## src/pkg/comparator_control_pkg.sv

```systemverilog
// Package: register map, field positions and timing for the comparator control
package comparator_control_pkg;

  // Register byte address (single control register word)
  localparam logic [7:0] comparator_control_0_addr = 8'h00;
  localparam logic [7:0] ctrl_reset_val            = 8'h00;

  // Field positions in the control register
  localparam int enable_bit   = 7;
  localparam int pin_en_bit   = 6;
  localparam int polarity_bit = 5;
  localparam int speed_bit    = 4;
  localparam logic [7:0] ctrl_writable_mask = 8'hf0;

  // Initialization hold after enabling, in bus clock cycles
  localparam int init_hold_cycles = 127;
  localparam int hold_cnt_w       = 7;

  // AXI4-Lite responses
  localparam logic [1:0] resp_okay   = 2'h0;
  localparam logic [1:0] resp_slverr = 2'h2;

  // Enable state machine states
  typedef enum logic [2:0] {
    st_off  = 3'h1,
    st_init = 3'h2,
    st_run  = 3'h4
  } cmp_state_t;

endpackage

```

## src/rtl/comparator_hold_path.sv

```systemverilog
// Output path of the comparator: input synchroniser and hold latch
module comparator_hold_path
  import comparator_control_pkg::*;
(
  input  wire logic clk,
  input  wire logic resetn,
  input  wire logic raw_in,
  input  wire logic track,
  output logic      held_out
);

  logic sync1_ff;
  logic sync2_ff;
  logic nxt_held;

  // Two-stage synchroniser for the asynchronous comparator result
  always_ff @(posedge clk) begin
    if (!resetn) begin
      sync1_ff <= 1'b0;
      sync2_ff <= 1'b0;
    end else begin
      sync1_ff <= raw_in;
      sync2_ff <= sync1_ff;
    end
  end

  // Follow the result only while tracking, otherwise keep last state
  assign nxt_held = track ? sync2_ff : held_out;

  // Held output register
  always_ff @(posedge clk) begin
    if (!resetn) begin
      held_out <= 1'b0;
    end else begin
      held_out <= nxt_held;
    end
  end

endmodule // comparator_hold_path

```

## src/rtl/comparator_control.sv

```systemverilog
// Comparator control block with AXI4-Lite register access
// Summary of operation
// - Bit 7 enables the comparator and routes its inputs to the filters.
// - After enable is set the output path holds its state for 127 cycles.
// - Clearing enable keeps the last comparator output state unchanged.
// - Bit 6 drives the comparator result onto the external output pin.
// - Bit 5 inverts the result seen on the external output pin.
// - Bit 4 selects the high-speed input filter, else the low-speed one.
// - The control register can be read and written at any time.
//
// Chosen here: the address map and the AXI4-Lite slave port.
module comparator_control
  import comparator_control_pkg::*;
(
  input  wire logic        clk,
  input  wire logic        resetn,
  input  wire logic [7:0]  s_axi_awaddr,
  input  wire logic        s_axi_awvalid,
  output logic             s_axi_awready,
  input  wire logic [31:0] s_axi_wdata,
  input  wire logic [3:0]  s_axi_wstrb,
  input  wire logic        s_axi_wvalid,
  output logic             s_axi_wready,
  output logic [1:0]       s_axi_bresp,
  output logic             s_axi_bvalid,
  input  wire logic        s_axi_bready,
  input  wire logic [7:0]  s_axi_araddr,
  input  wire logic        s_axi_arvalid,
  output logic             s_axi_arready,
  output logic [31:0]      s_axi_rdata,
  output logic [1:0]       s_axi_rresp,
  output logic             s_axi_rvalid,
  input  wire logic        s_axi_rready,
  input  wire logic        comparator_raw,
  output logic             comparator_enable,
  output logic             input_filter_speed_select,
  output logic             comparator_output_value,
  output logic             comparator_output_pin,
  output logic             comparator_output_pin_oe
);

  logic [7:0]            ctrl_ff;
  logic [7:0]            nxt_ctrl;
  logic                  aw_got_ff;
  logic                  w_got_ff;
  logic [7:0]            awaddr_ff;
  logic [31:0]           wdata_ff;
  logic                  wstrb0_ff;
  cmp_state_t            state_ff;
  cmp_state_t            nxt_state;
  logic [hold_cnt_w-1:0] cnt_ff;
  logic [hold_cnt_w-1:0] nxt_cnt;
  logic                  held_value;
  logic                  track;

  // Address match for the single control register
  function automatic logic hit(input logic [7:0] a);
    return a[7:2] == comparator_control_0_addr[7:2];
  endfunction

  // Write channel handshakes and commit
  wire aw_take  = s_axi_awvalid && s_axi_awready;
  wire w_take   = s_axi_wvalid && s_axi_wready;
  wire have_aw  = aw_got_ff || aw_take;
  wire have_w   = w_got_ff || w_take;
  wire [7:0] wa = aw_got_ff ? awaddr_ff : s_axi_awaddr;
  wire [31:0] wd = w_got_ff ? wdata_ff : s_axi_wdata;
  wire ws0      = w_got_ff ? wstrb0_ff : s_axi_wstrb[0];
  wire commit   = have_aw && have_w && !s_axi_bvalid;
  wire wr_hit   = commit && hit(wa);
  wire ctrl_we  = wr_hit && ws0;
  wire ar_take  = s_axi_arvalid && s_axi_arready;
  wire [31:0] rd_word = {24'h0, ctrl_ff & ctrl_writable_mask};
  // Read address decode
  wire rd_hit   = hit(s_axi_araddr);

  // Writable bits only, low nibble never stored
  assign nxt_ctrl = ctrl_we ? (wd[7:0] & ctrl_writable_mask)
                            : ctrl_ff;

  // Write address and data capture, response generation
  // Ready pulses for one cycle, so a held valid is never taken twice
  always_ff @(posedge clk) begin
    if (!resetn) begin
      aw_got_ff     <= 1'b0;
      w_got_ff      <= 1'b0;
      awaddr_ff     <= 8'h00;
      wdata_ff      <= 32'h0;
      wstrb0_ff     <= 1'b0;
      s_axi_awready <= 1'b0;
      s_axi_wready  <= 1'b0;
      s_axi_bvalid  <= 1'b0;
      s_axi_bresp   <= resp_okay;
    end else begin
      if (aw_take) awaddr_ff <= s_axi_awaddr;
      if (w_take) begin
        wdata_ff  <= s_axi_wdata;
        wstrb0_ff <= s_axi_wstrb[0];
      end
      aw_got_ff <= commit ? 1'b0 : have_aw;
      w_got_ff  <= commit ? 1'b0 : have_w;
      s_axi_awready <= !have_aw && !commit && !s_axi_bvalid
                       && !s_axi_awready;
      s_axi_wready  <= !have_w && !commit && !s_axi_bvalid
                       && !s_axi_wready;
      if (commit) begin
        s_axi_bvalid <= 1'b1;
        s_axi_bresp  <= hit(wa) ? resp_okay : resp_slverr;
      end else if (s_axi_bready) begin
        s_axi_bvalid <= 1'b0;
      end
    end
  end

  // Read channel: one-cycle registered answer
  always_ff @(posedge clk) begin
    if (!resetn) begin
      s_axi_arready <= 1'b0;
      s_axi_rvalid  <= 1'b0;
      s_axi_rdata   <= 32'h0;
      s_axi_rresp   <= resp_okay;
    end else begin
      s_axi_arready <= !s_axi_rvalid && !s_axi_arready && !ar_take;
      if (ar_take) begin
        s_axi_rvalid <= 1'b1;
        s_axi_rdata  <= rd_hit ? rd_word : 32'h0;
        s_axi_rresp  <= rd_hit ? resp_okay : resp_slverr;
      end else if (s_axi_rready) begin
        s_axi_rvalid <= 1'b0;
      end
    end
  end

  // Control register
  always_ff @(posedge clk) begin
    if (!resetn) begin
      ctrl_ff <= ctrl_reset_val;
    end else begin
      ctrl_ff <= nxt_ctrl;
    end
  end

  // Enable sequencing: off, initialization hold, running
  // Dropping enable mid-hold returns to off with the output still frozen
  wire en_next = nxt_ctrl[enable_bit];

  // Next state and hold count
  always_comb begin
    nxt_state = state_ff;
    nxt_cnt   = cnt_ff;
    case (state_ff)
      st_off: begin
        if (en_next) begin
          nxt_state = st_init;
          nxt_cnt   = hold_cnt_w'(init_hold_cycles - 1);
        end
      end
      st_init: begin
        if (!en_next) begin
          nxt_state = st_off;
        end else if (cnt_ff == '0) begin
          nxt_state = st_run;
        end else begin
          nxt_cnt = cnt_ff - hold_cnt_w'(1);
        end
      end
      st_run: begin
        if (!en_next) nxt_state = st_off;
      end
      default: begin
        nxt_state = st_off;
        nxt_cnt   = '0;
      end
    endcase
  end

  // State and hold counter registers
  always_ff @(posedge clk) begin
    if (!resetn) begin
      state_ff <= st_off;
      cnt_ff   <= '0;
    end else begin
      state_ff <= nxt_state;
      cnt_ff   <= nxt_cnt;
    end
  end

  // Output path tracks only once running; held in hold and off states
  assign track = (state_ff == st_run);

  comparator_hold_path u_hold (
    .clk      (clk),
    .resetn   (resetn),
    .raw_in   (comparator_raw),
    .track    (track),
    .held_out (held_value)
  );

  // Field taps and pin level toward the analog core and the pin
  wire en_bit    = ctrl_ff[enable_bit];
  wire pin_bit   = ctrl_ff[pin_en_bit];
  wire inv_bit   = ctrl_ff[polarity_bit];
  wire speed_sel = ctrl_ff[speed_bit];
  wire pin_level = held_value ^ inv_bit;

  // Registered outputs toward the analog core and the pin
  always_ff @(posedge clk) begin
    if (!resetn) begin
      comparator_enable         <= 1'b0;
      input_filter_speed_select <= 1'b0;
      comparator_output_value   <= 1'b0;
      comparator_output_pin     <= 1'b0;
      comparator_output_pin_oe  <= 1'b0;
    end else begin
      comparator_enable         <= en_bit;
      input_filter_speed_select <= speed_sel;
      comparator_output_value   <= held_value;
      comparator_output_pin     <= pin_level;
      comparator_output_pin_oe  <= pin_bit;
    end
  end

endmodule // comparator_control

```

## config.mk

```make
export PLATFORM = sky130hd
export DESIGN_NAME = comparator_control
export DESIGN_NICKNAME = d
export VERILOG_FILES = /design/src/pkg/comparator_control_pkg.sv /design/src/rtl/comparator_hold_path.sv /design/src/rtl/comparator_control.sv
export SDC_FILE = /design/constraint.sdc
export NUM_CORES = 1
export LEC_CHECK = 0
export BUFFER_PORTS_ARGS = -buffer_cell sky130_fd_sc_hd__buf_2
export CAP_MARGIN = 20
export CORE_ASPECT_RATIO = 0.5
export CORE_UTILIZATION = 29
export DETAILED_ROUTE_END_ITERATION = 8
export PLACE_DENSITY_LB_ADDON = 0.1
export SLEW_MARGIN = 5
export SYNTH_ARGS = -nofsm -noshare
export SYNTH_HDL_FRONTEND = slang
export SYNTH_SLANG_ARGS = --single-unit
```

## constraint.sdc

```tcl
create_clock -name clk -period 5 [get_ports clk]
set_clock_uncertainty 0.2 [all_clocks]
set_input_delay 0.5 -clock clk [delete_from_list [all_inputs] [get_ports clk]]
set_output_delay 0.5 -clock clk [all_outputs]
set_load 0.02 [all_outputs]
```

=== Word level (Yosys, flattened, before mapping) ===
Index checks and enable logic that the tools add are counted.

* Add/subtract/negate cells: 1
* Equal/unequal tests: 8
* Mux-type cells: 20
* Bitwise gates (word level): 3
* Reduce and logical (&&, ||, !) cells: 34

{| class="wikitable"
|+ Operators by type and width
! cell !! count
|-
| $mux W8 || 4
|-
| $mux W7 || 3
|-
| $pmux W7 S3 || 1
|-
| $logic_and A1 B1 Y1 || 15
|-
| $logic_not A6 Y1 || 2
|-
| $mux W3 || 4
|-
| $logic_not A1 Y1 || 9
|-
| $pmux W3 S3 || 1
|-
| $ne A2 B2 Y1 const B || 4
|-
| $logic_not A7 Y1 || 1
|-
| $sub A7 B1 Y7 const B || 1
|-
| $mux W1 || 5
|-
| $mux W2 || 2
|-
| $reduce_and A4 Y1 || 1
|-
| $reduce_bool A2 Y1 || 2
|-
| $eq A3 B1 Y1 const B || 1
|-
| $eq A3 B2 Y1 const B || 1
|-
| $eq A3 B3 Y1 const B || 1
|-
| $ne A3 B3 Y1 const B || 1
|-
| $reduce_and A3 Y1 || 1
|-
| $logic_or A1 B1 Y1 || 2
|-
| $not A1 Y1 || 2
|-
| $reduce_or A2 Y1 || 1
|-
| $xor A1 B1 Y1 || 1
|}

* Register bits after elaboration: 82
* Input bits: 60
* Output and inout bits: 46
* Logic and storage cells: 91

=== Logic depth before layout (Yosys ltp) ===
Gate-level depths: netlist (run 1).

* Word-level depth: 9
* Gate-level depth with buffers: 9
* Mapped depth without buffers: 8

=== By module ===
From an unflattened synthesis (run 1), not the netlist that was laid out.

* Cell total of the unflattened synthesis: 252
* Area, all modules: 2,225.9 µm²

{| class="wikitable"
|+ Modules (own cells, without submodules)
! module !! instances !! cells an instance !! area an instance (µm²)
|-
| comparator_control || 1 || 245 || 2,137.0
|-
| comparator_hold_path || 1 || 7 || 88.8
|}

=== Least setup slack after synthesis (run 1) ===
OpenSTA, ideal clock, no wires.

* Path type: input-to-reg
* From: input s_axi_wvalid
* To: register cnt_ff[4]
* Setup time: 0.078 ns
* Arrival: 1.933 ns
* Slack: 2.789 ns
* Stages: 9
* Buffers on the path: 3
* Cell sequence: buf_2 > nand4b_4 > a211o_1 > a21o_1 > buf_6 > a211oi_2 > buf_6 > nor3_1 > nor3_1

* Longest elaborated chain between the ends: 9
* Elaborated cells between the ends (all ways): 10
* Those cells by class: 2 x eq/ne; 1 x mux; 7 x reduce/logical

{| class="wikitable"
|+ RTL lines
! what !! RTL line !! source
|-
| start: declaration || comparator_control.sv:22 || <nowiki>input wire logic s_axi_wvalid,</nowiki>
|-
| $logic_and A1 B1 Y1 (*) || comparator_control.sv:63 || <nowiki>wire w_take = s_axi_wvalid && s_axi_wready;</nowiki>
|-
| $logic_or A1 B1 Y1 (*) || comparator_control.sv:65 || <nowiki>wire have_w = w_got_ff || w_take;</nowiki>
|-
| $logic_and A1 B1 Y1 (*) (2 in series) || comparator_control.sv:69 || <nowiki>wire commit = have_aw && have_w && !s_axi_bvalid;</nowiki>
|-
| $logic_and A1 B1 Y1 (*) || comparator_control.sv:70 || <nowiki>wire wr_hit = commit && hit(wa);</nowiki>
|-
| $logic_and A1 B1 Y1 (*) || comparator_control.sv:71 || <nowiki>wire ctrl_we = wr_hit && ws0;</nowiki>
|-
| $mux W8 (*) || comparator_control.sv:78 || <nowiki>assign nxt_ctrl = ctrl_we ? (wd[7:0] & ctrl_writable_mask)</nowiki>
|-
| $ne A2 B2 Y1 (no line) || -- ||
|-
| $reduce_and A4 Y1 (no line) (*) || -- ||
|-
| end signal: assignment || comparator_control.sv:184 || <nowiki>cnt_ff <= nxt_cnt;</nowiki>
|-
| end: declaration || comparator_control.sv:51 || <nowiki>logic [hold_cnt_w-1:0] cnt_ff;</nowiki>
|}

Mark *: on every way between the ends. The rest lies on a longest branch, timed or not.
A chain may end at the register's enable or synchronous reset.

=== Worst setup path in the final report (run 1) ===
* From: register s_axi_awready
* To: register cnt_ff[3]

* Longest elaborated chain between the ends: 9
* Elaborated cells between the ends (all ways): 10
* Those cells by class: 2 x eq/ne; 1 x mux; 7 x reduce/logical

{| class="wikitable"
|+ RTL lines
! what !! RTL line !! source
|-
| start: declaration || comparator_control.sv:19 || <nowiki>output logic s_axi_awready,</nowiki>
|-
| start signal: assignment || comparator_control.sv:102 || <nowiki>s_axi_awready <= !have_aw && !commit && !s_axi_bvalid</nowiki>
|-
| $logic_and A1 B1 Y1 (*) || comparator_control.sv:62 || <nowiki>wire aw_take = s_axi_awvalid && s_axi_awready;</nowiki>
|-
| $logic_or A1 B1 Y1 (*) || comparator_control.sv:64 || <nowiki>wire have_aw = aw_got_ff || aw_take;</nowiki>
|-
| $logic_and A1 B1 Y1 (*) (2 in series) || comparator_control.sv:69 ||
|-
| $logic_and A1 B1 Y1 (*) || comparator_control.sv:70 ||
|-
| $logic_and A1 B1 Y1 (*) || comparator_control.sv:71 ||
|-
| $mux W8 (*) || comparator_control.sv:78 ||
|-
| $ne A2 B2 Y1 (no line) || -- ||
|-
| $reduce_and A4 Y1 (no line) (*) || -- ||
|}

Marked as above.

==> metrics.md, run 1 <==
| Metric | Value |
|---|---|
| Drt via density | `between 4 and 5` |
| Detailed Routing Iterations Pass 1 | `4` |
| Vias | `1740` |
| Kind of critical path | `flop to flop` |
| Fin. max-slew vios | `0` |
| Area Overhead vs Synth | `12.9%` |
| Post-CTS Hold Fix Bufs | `0` |
| Root cell of the clock tree | `clkbuf_16` |
| Crit end category | `flop` |
| GP Congestion | `between 0.6 and 0.7` |
| Layout cell share with drive strength beyond 1 | `17.6%` |
| Initial antenna violation count | `0` |
| First-pass GRT wire length | `roughly 7500 um` |
| Static Leak | `a little over 1 nW` |
| Maximum clock path buffer count | `2` |
| Final worst setup slack | `between 2 and 2.5 ns` |
| ANT nets after route | `0` |
| Cells along the critical path | `a21oi_1, a211o_1, a21o_1, a211oi_2, nor3_1, nor3_2` |
| Worst EP required | `5.01 ns` |
| Final period utilization | `between 50% and 60%` |
| Max stage delay on crit path | `about 0.67 ns` |
| Dpl ws | `~2.3 ns` |
| Status | `completed` |
| Die width | `around 130 um` |
| I/O pin count | `106` |
| CP bufs+invs | `0` |
| Synth warn | `0` |
| Pin count of the biggest net entering global routing | `between 40 and 50` |
| Die area | `just over 8000 um^2` |
| Headroom to the max-slew limit | `45.6%` |
| Seq/Total Area, Yosys | `between 40 and 50%` |
| Drt drc | `0` |
| Max-Cap Viols | `0` |
| Clock network fraction of total power | `a little over two fifths` |
| H-tree lvl count | `2` |
| Post-layout util | `~34%` |
| Congestion Overflow GR | `0` |
| Hold Violations, Final | `0` |
| Number of global-route vias before repair | `~1600` |
| Worst-skew pair later-pin latency | `roughly 0.28 ns` |
| Combinational power share | `under 10%` |
| Worst path arrival time | `about 2.6 ns` |
| Starting density of the core | `30.2%` |
| Critical path's slowest cell | `a211oi_2` |
| Setup TNS | `0 ns` |
| Total power draw | `between 800 and 900 uW` |
| Die H | `between 60 and 70 um` |
| #FFs+latches synth | `46` |
| Minimum clock period | `between 2 and 3 ns` |
| Slew @ Worst Pin | `slightly above 0.8 ns` |
| Pwr/cell area | `~330 nW/um^2` |
| Critical-path maximum fanout | `11` |
| Syn Area/Cell | `8.72 um^2` |
| Sw power | `between 150 and 200 uW` |
| Worst Hold Class | `input port to flop` |
| # resized after CTS | `0` |
| Postcts setup bufs | `0` |
| Port Buffers | `40` |
| Synth Cell Area | `2220 um^2` |
| Commonest non-fill, non-tap cell in the layout | `dfxtp_1` |
| Reg clk slew, reported paths | `around 0.060 ns` |
| Final Net Count | `between 300 and 400` |
| VDD IR max | `110 uV` |
| Reg power frac | `~47%` |
| Switch share | `a little under a quarter` |
| RSZ-0062 raised after global routing | `false` |
| HPWL reported at the end of detailed placement | `approximately 3100 um` |
| Top Family by Delay on Critical Path | `compound AO/OA/AOI/OAI gates` |
| Synth Instances | `255` |
| Count of cell types in the netlist | `36` |
| Site row count | `22` |
| Int Power | `642 uW` |
| Fmax | `around 400 MHz` |
| GR Util All Layers | `a little under an eighth` |
| Total CTS buffers | `5` |
| CTS tree | `yes` |
| Clock sink count | `46` |
| # diodes | `0` |
| Commonest cells after routing, fill and taps aside | `dfxtp_1, buf_2, conb_1` |
| Setup violations, final | `0` |
| DRT Wirelength | `approximately 4400 um` |
| Initial detailed-routing violation count | `64` |
| Wire per inst | `11.3 um` |
| Startpoint types | `flop` |
| Core footprint | `7380 um^2` |
worst paths after layout:
path	from	slack, ns	cells past startpoint	end
min	comparator_raw	0.23	2	u_hold.sync1_ff
min reg2reg	u_hold.sync1_ff	0.24	1	u_hold.sync2_ff
max	s_axi_awready	2.43	6	cnt_ff[3]
max reg2reg	s_axi_awready	2.43	6	cnt_ff[3]
layout make-up:
class | instances | area, um^2
fillers | 774 | 4860
clock buffers | 7 | 133
flip-flops and latches | 46 | 921
well taps | 96 | 120
clock inverters | 1 | 30.0
inverters | 3 | 11.3
multi-input cells | 193 | 1100
repair buffers | 40 | 200
power groups by stage:
stage	combinational, mW	clock [mW]	sequential (mW)
2_1_floorplan	0.0789	0	0.399
4_1_cts	0.0809	0.380	0.393
5_1_grt	0.0893	0.396	0.395
6_report	0.0801	0.368	0.393
3_3_place_gp	0.0798	0	0.401
3_5_place_dp	0.0807	0	0.401
routing by layer:
metal	track usage, %	vias to the layer above	routed length, um
li1	-	898	-
met1	15.5	788	2290
met2	18.5	49	1840
met3	3.10	5	168
met4	4.52	0	57
met5	0	-	0
per-stage QoR:
stage	cell area, um^2	cells	hold WS (ns)
floorplan	2330	284	0.212
global placement	2350	378	0.228
detailed placement	2350	378	0.233
CTS	2510	386	0.223
global route	2510	386	0.223
finish	2510	386	0.227
cell usage after synthesis (all sizes together):
master,n,area (um^2)
a211o,1,8.76
a211oi,4,40.0
a21boi,14,105
a21o,2,15.0
a21oi,15,75.1
a22oi,4,30.0
and2,8,50.1
and3,1,6.26
buf,38,289
clkbuf,4,15.0
conb,1,3.75
dfxtp,46,921
ha,1,12.5
inv,3,11.3
mux2i,4,40.0
nand2,21,78.8
nand2b,7,43.8
nand3,13,65.1
nand4,1,6.26
nand4b,1,23.8
nor2,9,33.8
nor2b,9,56.3
nor3,17,90.1
nor3b,7,52.6
nor4,8,50.1
nor4b,1,8.76
o21a,2,15.0
o21ai,8,40.0
or2,1,6.26
or3,1,6.26
or4,1,7.51
xor2,2,17.5
sequential cells by signal, summed over array words and instances (netlist names), 3 cells and up:
signal / flops
ctrl_ff: 4
wdata_ff: 4
awaddr_ff: 6
cnt_ff: 7
s_axi_rdata: 4
state_ff: 3
logic make-up after synthesis:
logic type,after synthesis,share of synthesized area [%]
muxes,4,1.80
DFF,46,41.4
buffers and inverters,45,14.2
AOI/OAI and AO/OA,50,14.8
other,1,0.169
xor gates and xnor gates,2,0.788
and+or+nand+nor,106,26.3
adders and majority gates,1,0.562
worst reg2reg max path, stage by stage, from the launching register on:
cell	delay (ns)
dfxtp_1	0.52
a21oi_1	0.19
a211o_1	0.30
a21o_1	0.29
a211oi_2	0.67
nor3_1	0.14
nor3_2	0.20
(Power assumes the default switching activity.)
==> run 2, diff against run 1 <==
Settings changed: ABC_AREA set to 1.
Clock period 5 ns to 2.7 ns, I/O delays scaled along.
==> run 2 against run 1 <==
  * Sequential cell count is the same
  * Count of clock-buffer cells in the layout is the same
  * Highest routed layer unchanged
  * Non-clock buffer count grew 3
  * Synthesized cell count grew 19%
  * Maximum frequency grew 18%
  * Setup slack lost 1.9 ns
  * Combinational power grew 120%
  * Global-route usage is essentially flat
  * First-iteration DRC count grew 1.6%
  * Core utilization grew 0.77 points
==> metrics.md, run 2 <==
| Metric | Value |
|---|---|
| Initial antenna violation count | `0 (unchanged)` |
| Post-route cell area | `2610 um^2 (+3.8%)` |
| Initial detailed-routing violation count | `65 (+1.6%)` |
| Synth top cells by count | `dfxtp_1, inv_1, nand2_1, buf_4, nor2_1` |
| Pin count of the biggest net entering global routing | `26 (-40%)` |
| Syn Area/Cell | `7.54 um^2 (-14%)` |
| Kind of critical path | `flop to flop` |
| Vias | `1851 (+6.4%)` |
| FF/Latch Area | `921 um^2 (unchanged)` |
| DRT Wirelength | `4330 um (-0.62%)` |
| Fin. max-slew vios | `0 (unchanged)` |
| Synth Cell Area | `2290 um^2 (+2.8%)` |
| HPWL reported at the end of detailed placement | `3320 um (+5.5%)` |
| H-tree lvl count | `2 (unchanged)` |
| Site row count | `22 (unchanged)` |
| Post-DP Area | `2450 um^2 (+4.3%)` |
| Pwr/cell area | `582 nW/um^2 (+74%)` |
| GR met3 Demand/Resource | `3.47% (+0.37 points)` |
| Setup violations, final | `0 (unchanged)` |
| Synth warn | `0 (unchanged)` |
| Largest area contributor in the netlist | `dfxtp_1` |
| Synth Instances | `303 (+19%)` |
| WHS Path Cells | `3 (+1)` |
| Die width | `128 um (+1.3%)` |
| Final worst setup slack | `0.526 ns (-1.90 ns)` |
| Static Leak | `1.27 nW (+26%)` |
| Total CTS buffers | `5 (unchanged)` |
| Status | `completed` |
| Minimum clock period | `2.17 ns (-0.401 ns)` |
| Crit end category | `flop` |
| Number of global-route vias before repair | `1693 (+7.3%)` |
| Layout cell share with drive strength beyond 1 | `19.8% (+2.2 points)` |
| Wire per inst | `9.61 um (-15%)` |
| Multi-input gate area | `1000 um^2 (-8.7%)` |
| Max-Cap Viols | `0 (unchanged)` |
| Met1 global-route usage | `14.5% (-0.94 points)` |
| I/O pin count | `106 (unchanged)` |
| Async SR Flop Fraction | `0% (unchanged)` |
| First-pass GRT wire length | `7560 um (+1.4%)` |
| R2R depth | `9 (+3)` |
| RSZ-0062 raised after global routing | `false` |
| Fill cells | `822 (+6.2%)` |
| Hold path start | `s_axi_wdata[4]` |
| VDD IR max | `219 uV (+98%)` |
| Seq/Total Area, Yosys | `40.3% (-1.1 points)` |
| Hold Violations, Final | `0 (unchanged)` |
| Worst path arrival time | `2.15 ns (-0.43 ns)` |
| Worst-skew pair later-pin latency | `0.28 ns (about the same)` |
| GRT Max-Usage Layer | `met2` |
| Congestion Overflow GR | `0 (unchanged)` |
| Count of cell types in the netlist | `36 (unchanged)` |
| Headroom to the max-slew limit | `51.8% (+6.2 points)` |
| Fmax | `460 MHz (+18%)` |
| GR Util met2 | `19.3% (+0.79 points)` |
| Starting density of the core | `30.5% (+0.38 points)` |
| Drt via density | `4.10 (-9.0%)` |
| Detailed Routing Iterations Pass 1 | `4 (unchanged)` |
| # diodes | `0 (unchanged)` |
| Top Registers | `cnt_ff (7), awaddr_ff (6)` |
| Clock sink count | `46 (unchanged)` |
| Root cell of the clock tree | `clkbuf_16` |
| Top_reg_cell synth | `dfxtp_1` |
| Die H | `64.8 um (+1.3%)` |
| Max reg flops | `7 (unchanged)` |
| Maximum clock path buffer count | `2 (unchanged)` |
| ANT nets after route | `0 (unchanged)` |
| Port Buffers | `40 (unchanged)` |
| Reg clk slew, reported paths | `0.06 ns (about the same)` |
| Slew @ Worst Pin | `0.721 ns (-0.0880 ns)` |
| Worst EP required | `2.68 ns (-2.33 ns)` |
| Startpoint types | `flop` |
| Largest register by flop count | `cnt_ff` |
| GP Congestion | `0.749 (+10%)` |
| Main area contributors after synthesis | `dfxtp_1, buf_4, inv_1` |
| Core footprint | `7490 um^2 (+1.5%)` |
| GR Util All Layers | `11.7% (-0.038 points)` |
| Die area | `8260 um^2 (+2.7%)` |
| CTS tree | `yes` |
| Worst Hold Class | `input port to flop` |
| Area Overhead vs Synth | `14.1%` |
| Setup crit start | `s_axi_awready` |
| Commonest cells after routing, fill and taps aside | `inv_1, dfxtp_1, nand2_1` |
| EDFF count, synth | `0 (unchanged)` |
| Drt drc | `0 (unchanged)` |
| Yosys top cell area share | `40.3% (-1.1 points)` |
| Final period utilization | `80.5% (+29 points)` |
| Worst r2r src | `s_axi_awready` |
| Dpl ws | `0.514 ns (-1.79 ns)` |
| #FFs+latches synth | `46 (unchanged)` |
| Setup TNS | `0 ns (unchanged)` |
| Final Net Count | `403 (+15%)` |
| # resized after CTS | `0 (unchanged)` |
| Critical-path maximum fanout | `14 (+3)` |
==> run 2: cell count changes after synthesis, moves of 6 or more <==
cell | before | now
a21boi_0 | 14 | 0
a21oi_1 | 15 | 26
and2_1 | 8 | 0
inv_1 | 3 | 46
nand2_1 | 21 | 44
nand2b_1 | 7 | 0
nor2_1 | 9 | 28
nor2b_1 | 9 | 0
nor3_1 | 16 | 3
nor3b_1 | 7 | 1
nor4_1 | 8 | 2
o21ai_0 | 8 | 25
==> run 2: final cells by class <==
class,count,share of cell area (%)
timing repair buffer,43,8.64
clock buffer,7,5.47
clock inverter,1,0.192
inverter,47,6.77
tap,108,5.18
sequential,46,35.3
multi-input combinational,199,38.4
==> run 2: metrics by stage <==
stage / hold WS (ns) / instances / total power, mW / util (%)
after CTS: 0.0307 / 451 / 1.54 / 34.8
final: 0.0310 / 451 / 1.52 / 34.8
after global routing: 0.0437 / 451 / 1.60 / 34.8
after global placement: 0.210 / 442 / 0.920 / 32.7
after floorplan: 0.168 / 332 / 0.912 / -
after detailed placement: 0.212 / 442 / 0.923 / 32.7
==> run 2: worst max-delay path: stages, from the launching register on <==
cell and delay (ns):
dfxtp_1 0.38, nand2_1 0.26, nand2_2 0.18, nand2_4 0.08
nor2_8 0.13, nand3_4 0.13, nand2_2 0.10, o211ai_2 0.30
a21oi_1 0.24, nor2_1 0.06
==> run 2: final timing paths <==
path                      to  slack [ns]
max reg2reg        cnt_ff[5]        0.53
min reg2reg  u_hold.sync2_ff        0.23
min              wdata_ff[4]        0.03
max                cnt_ff[5]        0.53
==> run 2: power breakdown <==
group	internal, mW	leakage [nW]	switching (mW)
sequential	0.708	0.374	0.0194
combinational	0.0541	0.817	0.126
clock	0.367	0.0739	0.244
total	1.13	1.27	0.390
==> run 2: what timing repair did <==
item                       4_1_cts  5_1_grt
setup buffers                    0        0
hold endpoints to repair         1        0
hold buffers                     1        0
setup endpoints to repair        0        0
==> run 2: kinds of logic after synthesis <==
logic type | synth area share [%]
DFF | 40.3
adders and majority gates | 0.547
AOI/OAI and AO/OA | 15.1
other | 0.164
buffers and inverters | 20.6
xor gates and xnor gates | 1.15
and+or+nand+nor | 22.1
==> run 2: layer usage <==
| metal | vias to the layer above | wire (um) | share of wire [%] |
|---|---|---|---|
| li1 | 969 | - | - |
| met1 | 827 | 2100 | 48 |
| met2 | 48 | 1980 | 46 |
| met3 | 7 | 204 | 4.7 |
| met4 | 0 | 48 | 1.1 |
| met5 | - | 0 | 0 |
